**config.mk**
```make
export PLATFORM = sky130hd
export DESIGN_NAME = ipsw_core
export DESIGN_NICKNAME = d
export VERILOG_FILES = /design/src/ipsw_pkg.sv /design/src/ipsw_core.sv /design/src/ipsw_src_level.sv
export SDC_FILE = /design/constraint.sdc
export NUM_CORES = 1
export LEC_CHECK = 0
export ABC_CLOCK_PERIOD_IN_PS = 23500
export BUFFER_PORTS_ARGS = -buffer_cell sky130_fd_sc_hd__clkbuf_2
export CAP_MARGIN = 20
export CORE_UTILIZATION = 40
export CTS_CLUSTER_DIAMETER = 100
export DETAILED_ROUTE_END_ITERATION = 8
export GPL_ROUTABILITY_DRIVEN = 1
export PLACE_DENSITY = 0.7
export RECOVER_POWER = 25
export SKIP_CTS_REPAIR_TIMING = 1
export SLEW_MARGIN = 25
export SYNTH_ARGS = -nofsm -noshare
export SYNTH_HDL_FRONTEND = slang
export SYNTH_HIERARCHICAL = 1
export SYNTH_SLANG_ARGS = --single-unit
export TNS_END_PERCENT = 50
```
**constraint.sdc**
```tcl
create_clock -name sys_clk -period 23.5 [get_ports sys_clk]
set_clock_uncertainty 0.1 [all_clocks]
set_input_delay 5.875 -clock sys_clk [delete_from_list [all_inputs] [get_ports sys_clk]]
set_output_delay 5.875 -clock sys_clk [all_outputs]
set_load 0.01 [all_outputs]
```
**src/ipsw_pkg.sv**
```systemverilog
// Package for the interrupt priority and status-word block.
// Assumes a CPU core with a 20-bit byte address space and an 8-bit status word.
package ipsw_pkg;

    localparam int ADDR_W = 20;
    localparam int NUM_SRC = 16;
    localparam int SRC_W = 4;

    // Priority flag registers at their byte addresses.
    localparam logic [ADDR_W-1:0] PRIORITY_LEVEL0_LOW_ADDR = 20'hFFFE8;
    localparam logic [ADDR_W-1:0] PRIORITY_LEVEL0_HIGH_ADDR = 20'hFFFE9;
    localparam logic [ADDR_W-1:0] PRIORITY_LEVEL1_LOW_ADDR = 20'hFFFEC;
    localparam logic [ADDR_W-1:0] PRIORITY_LEVEL1_HIGH_ADDR = 20'hFFFED;
    // Status word window on the register port.
    localparam logic [ADDR_W-1:0] PROGRAM_STATUS_WORD_ADDR = 20'hFFFF0;

    localparam logic [7:0] PRIORITY_RESET = 8'hFF;
    localparam logic [7:0] PSW_RESET = 8'h06;
    localparam logic [7:0] PUSH_FILL_BYTE = 8'h00;
    localparam logic [7:0] UNMAPPED_READ = 8'h00;

    // Field positions inside the status word.
    localparam int PSW_IE_BIT = 7;
    localparam int PSW_IN_SERVICE_LEVEL_BIT0_BIT = 1;
    localparam int PSW_IN_SERVICE_LEVEL_BIT1_BIT = 2;

    // Stack pointer adjustments.
    localparam logic [ADDR_W-1:0] SP_ONE = 20'h00001;
    localparam logic [ADDR_W-1:0] SP_TWO = 20'h00002;

    // Clocks taken by the pop-status-word instruction.
    localparam int POP_CLOCKS = 3;

    typedef enum logic [4:0] {
        IPSW_IDLE = 5'b00001,
        IPSW_PUSH_LO = 5'b00010,
        IPSW_POP_RD = 5'b00100,
        IPSW_POP_LD = 5'b01000,
        IPSW_SAVE_DONE = 5'b10000
    } ipsw_state_e;

    // One-cycle instruction strobes from the core's sequencer.
    typedef struct packed {
        logic enable_irq_instruction;
        logic disable_irq_instruction;
        logic psw_write;
        logic [7:0] psw_wdata;
        logic bit_write;
        logic [2:0] bit_index;
        logic bit_value;
        logic push_status_instruction;
        logic pop_status_instruction;
        logic break_instruction;
        logic maskable_accept;
        logic vectored_accept;
        logic status_restore;
        logic [7:0] restore_data;
    } ipsw_cmd_s;

    // Byte access toward stack memory.
    typedef struct packed {
        logic wr;
        logic rd;
        logic [ADDR_W-1:0] addr;
        logic [7:0] wdata;
    } ipsw_stack_s;

endpackage

```
**src/ipsw_core.sv**
```systemverilog
// Interrupt priority flags, program status word and its stack handling.
// Assumes the CPU core sequences instructions and owns the stack pointer and memory.
//
// Chosen here: the plain strobed port.
`timescale 1ns/1ps

// Operation
// Each source's level is formed from its bit in the level-0 and level-1 registers.
// All priority flag registers are read/write and reset to all ones.
// The status word holds the global enable flag and two in-service level flags.
// The status word takes 8-bit reads and writes, single-bit writes, and enable/disable.
// Interrupt acceptance or break saves the status word to the stack and clears the enable.
// Accepting a maskable request copies its two priority bits into the in-service flags.
// Both return instructions and pop-status-word reload the status word from the stack.
// Reset loads the status word with 06H.
// Push-status-word writes the word at SP-1, a zero byte at SP-2, and lowers SP by two.
// Pop-status-word loads the word from SP+1, raises SP by two, and takes three clocks.
// A maskable request is taken only when enabled and above the in-service level.
module ipsw_core
    import ipsw_pkg::*;
(
    input wire logic sys_clk,
    input wire logic reset_n,
    input wire logic [ADDR_W-1:0] reg_addr,
    input wire logic [7:0] reg_wdata,
    input wire logic reg_wr,
    input wire logic reg_rd,
    output logic [7:0] reg_rdata,
    input wire logic [NUM_SRC-1:0] irq_req,
    input wire ipsw_cmd_s cmd,
    input wire logic [ADDR_W-1:0] stack_pointer,
    input wire logic [7:0] stack_rdata,
    output ipsw_stack_s stack_access,
    output logic sp_load,
    output logic [ADDR_W-1:0] sp_next,
    output logic [7:0] program_status_word,
    output logic irq_pending,
    output logic [SRC_W-1:0] irq_source,
    output logic [1:0] irq_level,
    output logic busy,
    output logic done
);

    logic [7:0] prio0_low_q;
    logic [7:0] prio0_high_q;
    logic [7:0] prio1_low_q;
    logic [7:0] prio1_high_q;
    logic [7:0] psw_q;
    logic [7:0] psw_d;
    logic [7:0] rdata_q;
    logic [NUM_SRC-1:0] req_meta_q;
    logic [NUM_SRC-1:0] req_sync_q;
    ipsw_state_e state_q;
    ipsw_state_e state_d;
    ipsw_stack_s stack_q;
    ipsw_stack_s stack_d;
    logic sp_load_q;
    logic sp_load_d;
    logic [ADDR_W-1:0] sp_next_q;
    logic [ADDR_W-1:0] sp_next_d;
    logic [ADDR_W-1:0] sp_base_q;
    logic done_q;
    logic done_d;
    logic pend_q;
    logic [SRC_W-1:0] src_q;
    logic [1:0] lvl_q;
    logic [NUM_SRC-1:0] prio_bit0;
    logic [NUM_SRC-1:0] prio_bit1;
    logic [NUM_SRC-1:0] eligible;
    logic [1:0] level [NUM_SRC];
    logic sel_found;
    logic [SRC_W-1:0] sel_src;
    logic [1:0] sel_lvl;
    logic pop_load;
    logic save_event;

    // Request lines come from outside the clock's domain.
    always_ff @(posedge sys_clk or negedge reset_n) begin
        if (!reset_n) begin
            req_meta_q <= '0;
            req_sync_q <= '0;
        end else begin
            req_meta_q <= irq_req;
            req_sync_q <= req_meta_q;
        end
    end

    // Priority flag register writes.
    always_ff @(posedge sys_clk or negedge reset_n) begin
        if (!reset_n) begin
            prio0_low_q <= PRIORITY_RESET;
            prio0_high_q <= PRIORITY_RESET;
            prio1_low_q <= PRIORITY_RESET;
            prio1_high_q <= PRIORITY_RESET;
        end else if (reg_wr) begin
            if (reg_addr == PRIORITY_LEVEL0_LOW_ADDR) begin
                prio0_low_q <= reg_wdata;
            end else if (reg_addr == PRIORITY_LEVEL0_HIGH_ADDR) begin
                prio0_high_q <= reg_wdata;
            end else if (reg_addr == PRIORITY_LEVEL1_LOW_ADDR) begin
                prio1_low_q <= reg_wdata;
            end else if (reg_addr == PRIORITY_LEVEL1_HIGH_ADDR) begin
                prio1_high_q <= reg_wdata;
            end
        end
    end

    // Register read data stands in the cycle after the read strobe only.
    always_ff @(posedge sys_clk or negedge reset_n) begin
        if (!reset_n) begin
            rdata_q <= UNMAPPED_READ;
        end else if (reg_rd) begin
            if (reg_addr == PRIORITY_LEVEL0_LOW_ADDR) begin
                rdata_q <= prio0_low_q;
            end else if (reg_addr == PRIORITY_LEVEL0_HIGH_ADDR) begin
                rdata_q <= prio0_high_q;
            end else if (reg_addr == PRIORITY_LEVEL1_LOW_ADDR) begin
                rdata_q <= prio1_low_q;
            end else if (reg_addr == PRIORITY_LEVEL1_HIGH_ADDR) begin
                rdata_q <= prio1_high_q;
            end else if (reg_addr == PROGRAM_STATUS_WORD_ADDR) begin
                rdata_q <= psw_q;
            end else begin
                rdata_q <= UNMAPPED_READ;
            end
        end else begin
            rdata_q <= UNMAPPED_READ;
        end
    end

    assign prio_bit0 = {prio0_high_q, prio0_low_q};
    assign prio_bit1 = {prio1_high_q, prio1_low_q};

    genvar gi;
    generate
        for (gi = 0; gi < NUM_SRC; gi++) begin : g_src
            ipsw_src_level u_level (
                .req(req_sync_q[gi]),
                .prio_bit0(prio_bit0[gi]),
                .prio_bit1(prio_bit1[gi]),
                .irq_enable(psw_q[PSW_IE_BIT]),
                .in_service_level({psw_q[PSW_IN_SERVICE_LEVEL_BIT1_BIT], psw_q[PSW_IN_SERVICE_LEVEL_BIT0_BIT]}),
                .level(level[gi]),
                .eligible(eligible[gi])
            );
        end
    endgenerate

    // Lowest level number wins; among equals, the lowest source index wins.
    always_comb begin
        sel_found = 1'b0;
        sel_src = '0;
        sel_lvl = 2'h3;
        for (int i = NUM_SRC - 1; i >= 0; i--) begin
            if (eligible[i] && (!sel_found || level[i] <= sel_lvl)) begin
                sel_found = 1'b1;
                sel_src = SRC_W'(i);
                sel_lvl = level[i];
            end
        end
    end

    // The offer is withdrawn while the sequencer saves, pushes or pops the status word; a restore strobe does not withdraw it.
    always_ff @(posedge sys_clk or negedge reset_n) begin
        if (!reset_n) begin
            pend_q <= 1'b0;
            src_q <= '0;
            lvl_q <= 2'h3;
        end else begin
            pend_q <= sel_found && (state_d == IPSW_IDLE) && !save_event;
            src_q <= sel_src;
            lvl_q <= sel_lvl;
        end
    end

    assign save_event = cmd.maskable_accept || cmd.vectored_accept || cmd.break_instruction;
    assign pop_load = (state_q == IPSW_POP_LD);

    // Status word update; stack reloads take precedence over acceptance and instructions.
    always_comb begin
        psw_d = psw_q;
        if (pop_load) begin
            psw_d = stack_rdata;
        end else if (cmd.status_restore) begin
            psw_d = cmd.restore_data;
        end else if (save_event) begin
            psw_d[PSW_IE_BIT] = 1'b0;
            if (cmd.maskable_accept) begin
                psw_d[PSW_IN_SERVICE_LEVEL_BIT1_BIT] = lvl_q[1];
                psw_d[PSW_IN_SERVICE_LEVEL_BIT0_BIT] = lvl_q[0];
            end
        end else if (cmd.enable_irq_instruction) begin
            psw_d[PSW_IE_BIT] = 1'b1;
        end else if (cmd.disable_irq_instruction) begin
            psw_d[PSW_IE_BIT] = 1'b0;
        end else if (cmd.psw_write) begin
            psw_d = cmd.psw_wdata;
        end else if (cmd.bit_write) begin
            psw_d[cmd.bit_index] = cmd.bit_value;
        end
    end

    always_ff @(posedge sys_clk or negedge reset_n) begin
        if (!reset_n) begin
            psw_q <= PSW_RESET;
        end else begin
            psw_q <= psw_d;
        end
    end

    // Stack sequencer for save, push and pop of the status word.
    always_comb begin
        state_d = state_q;
        stack_d = '0;
        sp_load_d = 1'b0;
        sp_next_d = sp_next_q;
        done_d = 1'b0;
        case (state_q)
            IPSW_IDLE: begin
                if (save_event) begin
                    stack_d.wr = 1'b1;
                    stack_d.addr = stack_pointer - SP_ONE;
                    stack_d.wdata = psw_q;
                    state_d = IPSW_SAVE_DONE;
                end else if (cmd.push_status_instruction) begin
                    stack_d.wr = 1'b1;
                    stack_d.addr = stack_pointer - SP_ONE;
                    stack_d.wdata = psw_q;
                    state_d = IPSW_PUSH_LO;
                end else if (cmd.pop_status_instruction) begin
                    state_d = IPSW_POP_RD;
                end
            end
            IPSW_PUSH_LO: begin
                stack_d.wr = 1'b1;
                stack_d.addr = sp_base_q - SP_TWO;
                stack_d.wdata = PUSH_FILL_BYTE;
                sp_load_d = 1'b1;
                sp_next_d = sp_base_q - SP_TWO;
                done_d = 1'b1;
                state_d = IPSW_IDLE;
            end
            IPSW_POP_RD: begin
                stack_d.rd = 1'b1;
                stack_d.addr = sp_base_q + SP_ONE;
                state_d = IPSW_POP_LD;
            end
            IPSW_POP_LD: begin
                sp_load_d = 1'b1;
                sp_next_d = sp_base_q + SP_TWO;
                done_d = 1'b1;
                state_d = IPSW_IDLE;
            end
            IPSW_SAVE_DONE: begin
                done_d = 1'b1;
                state_d = IPSW_IDLE;
            end
            default: begin
                state_d = IPSW_IDLE;
            end
        endcase
    end

    always_ff @(posedge sys_clk or negedge reset_n) begin
        if (!reset_n) begin
            state_q <= IPSW_IDLE;
            sp_base_q <= '0;
        end else begin
            state_q <= state_d;
            if (state_q == IPSW_IDLE) begin
                sp_base_q <= stack_pointer;
            end
        end
    end

    // Stack and stack-pointer outputs are registered one cycle behind the sequencer.
    always_ff @(posedge sys_clk or negedge reset_n) begin
        if (!reset_n) begin
            stack_q <= '0;
            sp_load_q <= 1'b0;
            sp_next_q <= '0;
            done_q <= 1'b0;
        end else begin
            stack_q <= stack_d;
            sp_load_q <= sp_load_d;
            sp_next_q <= sp_next_d;
            done_q <= done_d;
        end
    end

    assign reg_rdata = rdata_q;
    assign stack_access = stack_q;
    assign sp_load = sp_load_q;
    assign sp_next = sp_next_q;
    assign program_status_word = psw_q;
    assign irq_pending = pend_q;
    assign irq_source = src_q;
    assign irq_level = lvl_q;
    assign busy = (state_q != IPSW_IDLE);
    assign done = done_q;

endmodule // ipsw_core

```
**src/ipsw_src_level.sv**
```systemverilog
// Per-source priority level and eligibility check.
// Assumes the request line is already in the sys_clk domain.
`timescale 1ns/1ps
module ipsw_src_level
    import ipsw_pkg::*;
(
    input wire logic req,
    input wire logic prio_bit0,
    input wire logic prio_bit1,
    input wire logic irq_enable,
    input wire logic [1:0] in_service_level,
    output logic [1:0] level,
    output logic eligible
);

    // Level 0 is the highest priority, level 3 the lowest.
    assign level = {prio_bit1, prio_bit0};
    assign eligible = req && irq_enable && (level < in_service_level);

endmodule // ipsw_src_level

```
## Word level (Yosys, flattened, before mapping)

Index checks and enable logic that the tools add are counted.

- Input port bits: 106
- Output and inout bits: 76
- Word-level logic and storage cells: 260
- Flip-flop bits (word level): 164

- Equal/unequal tests: 18
- $lt $le $gt $ge: 33
- Bitwise logic cells: 3
- Reductions and logical operators: 95
- Add/sub/neg operators: 4
- Multiplexer cells: 85

Operators with widths:

| cell | count |
|---|---|
| 20-bit equality test, second input constant | 5 |
| 8-bit two-way mux | 11 |
| 4-bit two-way mux | 17 |
| 20-bit one-hot mux with 3 select lines | 1 |
| 28-bit two-way mux | 2 |
| 1-bit logical AND | 50 |
| 20-bit one-hot mux with 2 select lines | 1 |
| 2-bit two-way mux | 18 |
| 2-bit < comparator | 16 |
| 2-bit <= comparator | 15 |
| 1-bit two-way mux | 26 |
| 20-bit by 1-bit adder with 20-bit output, second input constant | 1 |
| 20-bit by 2-bit adder with 20-bit output, second input constant | 1 |
| 20-bit by 1-bit subtractor with 20-bit output, second input constant | 1 |
| 20-bit by 2-bit subtractor with 20-bit output, second input constant | 1 |
| 1-bit logical OR | 17 |
| 1-bit zero test | 16 |
| 5-bit two-way mux | 3 |
| 7-bit two-way mux | 2 |
| 4-bit AND reduction | 3 |
| 5-bit by 1-bit equality test with 1-bit output, second input constant | 2 |
| 5-bit one-hot mux with 2 select lines | 1 |
| 8-bit bitwise mux | 1 |
| 4-bit by 2-bit != test with 1-bit output, second input constant | 2 |
| other kinds (22) | 25 |

## Longest topological paths before layout

- Depth in word-level cells: 65
- Mapped depth: 101
- Gate-level depth less buffers: 100

## Cells and area by module

The synthesis kept the hierarchy.

By module, submodules not included:

| module | cells an instance | area an instance (µm²) | sequential area each (µm²) | times used |
|---|---|---|---|---|
| ipsw_core | 980 | 9,451.6 | 4,150.2 | 1 |
| ipsw_src_level | 7 | 53.8 | 0.0 | 16 |

## Worst setup path before layout

No wires, ideal clock.

- Kind: flip-flop to flip-flop
- From: register psw_q[2] (netlist: program_status_word[2])
- To: register lvl_q[1] (netlist: irq_level[1])
- Required time: 23.322 ns
- Period minus slack after synthesis: 17.980 ns
- Setup time: 0.078 ns
- Data arrival time: 17.802 ns
- Stages on the path, launching flop included: 93
- Setup slack: 5.520 ns
- Path buffers: 1
- Cells stage by stage: dfstp_2 inv_1 ha_1 a211oi_2 nand2b_1 inv_1 ha_1 a21bo_2 a21o_1 a31o_2 ha_1 nor2b_1 o221ai_1 and2_1 clkbuf_1 o21a_1 ha_1 nor2b_1 (+57 left out) nor2b_1 o21ai_0 o21ai_1 nand2_1 a21o_1 o21ai_0 ha_1 nand2_1 o21ai_0 o21ai_0 o21ai_0 o22ai_1 ha_1 nand2_1 o21ai_0 o21ai_2 mux2_2 a31o_1

- Word-level cells in the longest chain between the ends: 63
- Elaborated cells on any way between the ends: 123
- Classes of those cells: order compare: 31; mux: 31; reduce/logical: 61

RTL lines:

| element | RTL line | RTL |
|---|---|---|
| from (decl) | ipsw_core.sv:48 | `logic [7:0] psw_q;` |
| from (signal assigned) | ipsw_core.sv:207 | `psw_q <= psw_d;` |
| 2-bit < comparator * | ipsw_src_level.sv:18 | `assign eligible = req && irq_enable && (level < in_service_level);` |
| 1-bit logical AND * | ipsw_src_level.sv:18 |  |
| via eligible[15] | ipsw_core.sv:69 | `logic [NUM_SRC-1:0] eligible;` |
| 2-bit two-way mux / 1-bit two-way mux (equally long branches) | ipsw_core.sv:155 | `if (eligible[i] && (!sel_found \|\| level[i] <= sel_lvl)) begin` |
| 2-bit <= comparator / 1-bit zero test (equally long branches) | ipsw_core.sv:155 |  |
| 1-bit logical OR | ipsw_core.sv:155 |  |
| 1-bit logical AND | ipsw_core.sv:155 |  |
| 2-bit two-way mux / 1-bit two-way mux (equally long branches) | ipsw_core.sv:155 |  |
| (+49 left out) | n/a |  |
| 1-bit logical OR | ipsw_core.sv:155 |  |
| 1-bit logical AND | ipsw_core.sv:155 |  |
| 2-bit two-way mux / 1-bit two-way mux (equally long branches) | ipsw_core.sv:155 |  |
| 2-bit <= comparator / 1-bit zero test (equally long branches) | ipsw_core.sv:155 |  |
| 1-bit logical OR | ipsw_core.sv:155 |  |
| 1-bit logical AND | ipsw_core.sv:155 |  |
| 2-bit two-way mux * | ipsw_core.sv:155 |  |
| via sel_lvl[1] | ipsw_core.sv:73 | `logic [1:0] sel_lvl;` |
| to (signal assigned) | ipsw_core.sv:172 | `lvl_q <= sel_lvl;` |
| to (decl) | ipsw_core.sv:66 | `logic [1:0] lvl_q;` |

Mark *: on every way through the listed nets, which the timed path passes. The rest lies on a longest branch.
A chain may end at the register's enable or synchronous reset.

## Worst setup path after layout

Ends and elaborated chain as after synthesis.

==> flow_summary.json <==
{
  "outcome": "finished, violations left",
  "violations": "capacitance limit, slew limit",
  "ios": 182,
  "drive_gt1_share_pct": 27.1,
  "criticalPathCategory": "reg -> reg",
  "cts_tree": "done",
  "grt_pass1_wl_mm": 45.5,
  "cts-root-buf": "clkbuf_16",
  "finalPower_uw": 787,
  "multiInputGateArea_mm2": 0.00555,
  "reg2reg_to": "irq_level[1]$_DFF_PN1_",
  "clk_latency_ns": 0.44,
  "first_pass_iters": 6,
  "drv_slew": 86,
  "final_common_cell": "clkbuf_2",
  "num_rows": 58,
  "hold_class": "reg -> reg",
  "wl_per_cell_um": 18.6,
  "antenna_found_initial": 1,
  "grt_pass1_vias": 8339,
  "instances_no_fill": 1558,
  "via_per_inst": 5.60,
  "antenna_cells": 0,
  "dp_hpwl_mm": 21.5,
  "start_kind": "flip-flop",
  "area_growth_pct": 14.5,
  "slew_headroom_pct": -207,
  "setup_viol": 0,
  "grt-ovfl-total": 0,
  "cp_slowest_cell": "dfstp_2",
  "most-common-layout-cells": "clkbuf_2 (156), dfrtp_1 (127), nand2_1 (119), nor2_1 (72)",
  "path_max_fanout": 20,
  "cts_sinks": 164,
  "end_kind": "flip-flop",
  "rrSetupSlack_ns": 2.97,
  "die_h_um": 163,
  "fin_crit_sh_pct": 87.4,
  "worstSetupPathDepth": 93,
  "avgSynthCellArea_um2": 9.44,
  "wl_met2_mm": 14.1,
  "grt_usage_pct": 22.3,
  "powerDensity_mw_per_mm2": 66.6,
  "syn_inst": 1092,
  "met1Wirelength_mm": 12.6,
  "io_buffer_count": 181,
  "routed_wl_mm": 28.9,
  "top_layer": "met5",
  "fillCellCount": 2385,
  "synth-warning-count": 6,
  "die_area_mm2": 0.0264,
  "leakage_uw": 0.00530,
  "r2r_cells": 93,
  "drc": 0,
  "crit_family": "compound AO/OA/AOI/OAI gates",
  "crit_top_cell": "ha_1",
  "cp_slowest_stage_delay_ns": 0.82,
  "rsz0062_at_grt": "false",
  "layout_setup_ws_ns": 2.97,
  "ys.flop_type": "dfrtp_1",
  "period_needed_ns": 20.53,
  "routed-via-count": 8732,
  "ys_seq_elements": 164,
  "async_flop_share_pct": 100,
  "max-vdd-ir-drop_mv": 0.0623,
  "syn_area_mm2": 0.0103,
  "hold_viol_final": 0,
  "core-area_mm2": 0.0253,
  "dp_slack_ns": 3.05,
  "syn_nets": 1248,
  "min-delay-start": "req_meta_q[15]$_DFF_PN0_",
  "place_inst": 1526,
  "r2r-start": "program_status_word[2]$_DFFE_PN1P_",
  "regArea_mm2": 0.00415,
  "place.gp.congestion": 0.893,
  "finalSetupTns_ns": 0,
  "grt_max_degree": 86,
  "start_util_pct": 40.8,
  "hold_depth": 0,
  "antenna_left": 0,
  "cts_buffer_depth": 2,
  "worst-path-buf-inv": 3,
  "tightest_slew_ns": 4.61,
  "met3_wirelength_mm": 1.70,
  "synth_edf_count": 0,
  "arrival_ns": 20.79,
  "holdPathEnd": "req_sync_q[15]$_DFF_PN0_",
  "final_core_util_pct": 46.8,
  "htree_num_levels": 4,
  "die_w_um": 163,
  "max_freq_mhz": 48.7,
  "cts-buffers-inserted": 17,
  "crit_required_ns": 23.76,
  "synth_cell_types": 81,
  "nets": 1371,
  "maxCapViolations": 1,
  "seq_area_frac_synth_pct": 40.2,
  "path_clk_slew_ns": 0.07,
  "drtIter0Drc": 701
}
[final cells by class]
type	count	share of cell area (%)
Sequential cell	164	35.1
Clock inverter	15	1.36
Timing Repair Buffer	187	7.82
Clock buffer	17	3.60
Multi-Input combinational cell	794	47.0
Inverter	51	1.62
Tap cell	330	3.50
[metrics by stage]
step	cell area (µm²)	hold slack (ns)
after floorplan	10300	0.231
after detailed placement	11200	0.235
after CTS	11800	0.252
after global placement	11200	0.234
final	11800	0.249
after global routing	11800	0.254
[cells in the mapped netlist (all sizes together) (13+ instances only)]
cell	instances	area share [%]
buf	37	2.7
nand3	23	1.1
dfstp	37	9.4
a211oi	21	2.3
mux2	64	7.1
dfrtp	127	31
nor4	13	0.99
nand2	121	4.5
nand4	14	0.85
xor2	22	1.9
inv	51	1.9
nor2	74	2.7
o21ai	68	3.4
a21oi	46	2.3
and2	14	0.85
nor2b	27	1.6
nor3	26	1.3
ha	50	6.1
nand2b	27	1.6
clkbuf	46	1.7
o22ai	17	1.0
xnor2	20	1.7
[worst reg2reg max path: cells and delay by family, from the launching register on]
| family | cells | cell delay (ns) |
|---|---|---|
| adder cells (fa/ha/maj) | 16 | 4.39 |
| AO/OA/AOI/OAI | 44 | 9.79 |
| multiplexers | 3 | 1.12 |
| flip-flops | 1 | 0.82 |
| buffers and inverters | 3 | 0.24 |
| AND/OR/NAND/NOR | 27 | 3.98 |
[sequential cells by signal, indices dropped and copies added, names as in the netlist]
name / cells
stack_access: 30
sp_base_q: 20
sp_next: 20
req_meta_q: 16
req_sync_q: 16
prio0_high_q: 8
prio0_low_q: 8
prio1_high_q: 8
prio1_low_q: 8
program_status_word: 8
reg_rdata: 8
state_q: 5
irq_source: 4
irq_level: 2
done: 1
irq_pending: 1
sp_load: 1
[cells by family (layout without fill, tap and decap cells)]
group                      Yosys count  after routing  share of synthesized area [%]
AOI/OAI and AO/OA                  266            266                           18.8
xor gates and xnor gates            42             42                           3.57
adders and majority gates           50             50                           6.07
buffers and inverters              134            270                           6.19
DFF                                164            164                           40.2
muxes                               67             67                           7.35
and+or+nand+nor                    369            369                           17.8
[metal layers]
| layer | vias to the layer above | GRT usage [%] |
|---|---|---|
| met5 | - | 0 |
| met4 | 2 | 6.07 |
| met2 | 284 | 37.1 |
| met3 | 33 | 3.95 |
| met1 | 4257 | 29.7 |
| li1 | 4156 | - |
[worst max-delay path by stage]
stage	startpoint	endpoint	slack, ns
2_1_floorplan	program_status_word[2]$_DFFE_PN1P_	irq_level[1]$_DFF_PN1_	5.52
3_3_place_gp	program_status_word[2]$_DFFE_PN1P_	irq_level[1]$_DFF_PN1_	3.68
3_5_place_dp	program_status_word[2]$_DFFE_PN1P_	irq_level[1]$_DFF_PN1_	3.05
4_1_cts	program_status_word[2]$_DFFE_PN1P_	irq_level[1]$_DFF_PN1_	3.00
5_1_grt	program_status_word[2]$_DFFE_PN1P_	irq_level[1]$_DFF_PN1_	1.0
6_report	program_status_word[2]$_DFFE_PN1P_	irq_level[1]$_DFF_PN1_	2.97
[power by group]
| group | total (µW) | leakage (µW) | internal [µW] | switching [µW] |
|---|---|---|---|---|
| registers | 326 | 0.00200 | 303 | 22.4 |
| clock network | 275 | 0.000284 | 142 | 133 |
| logic | 186 | 0.00301 | 78.6 | 107 |
| total | 787 | 0.00530 | 524 | 263 |
(Power assumes the default switching activity.)
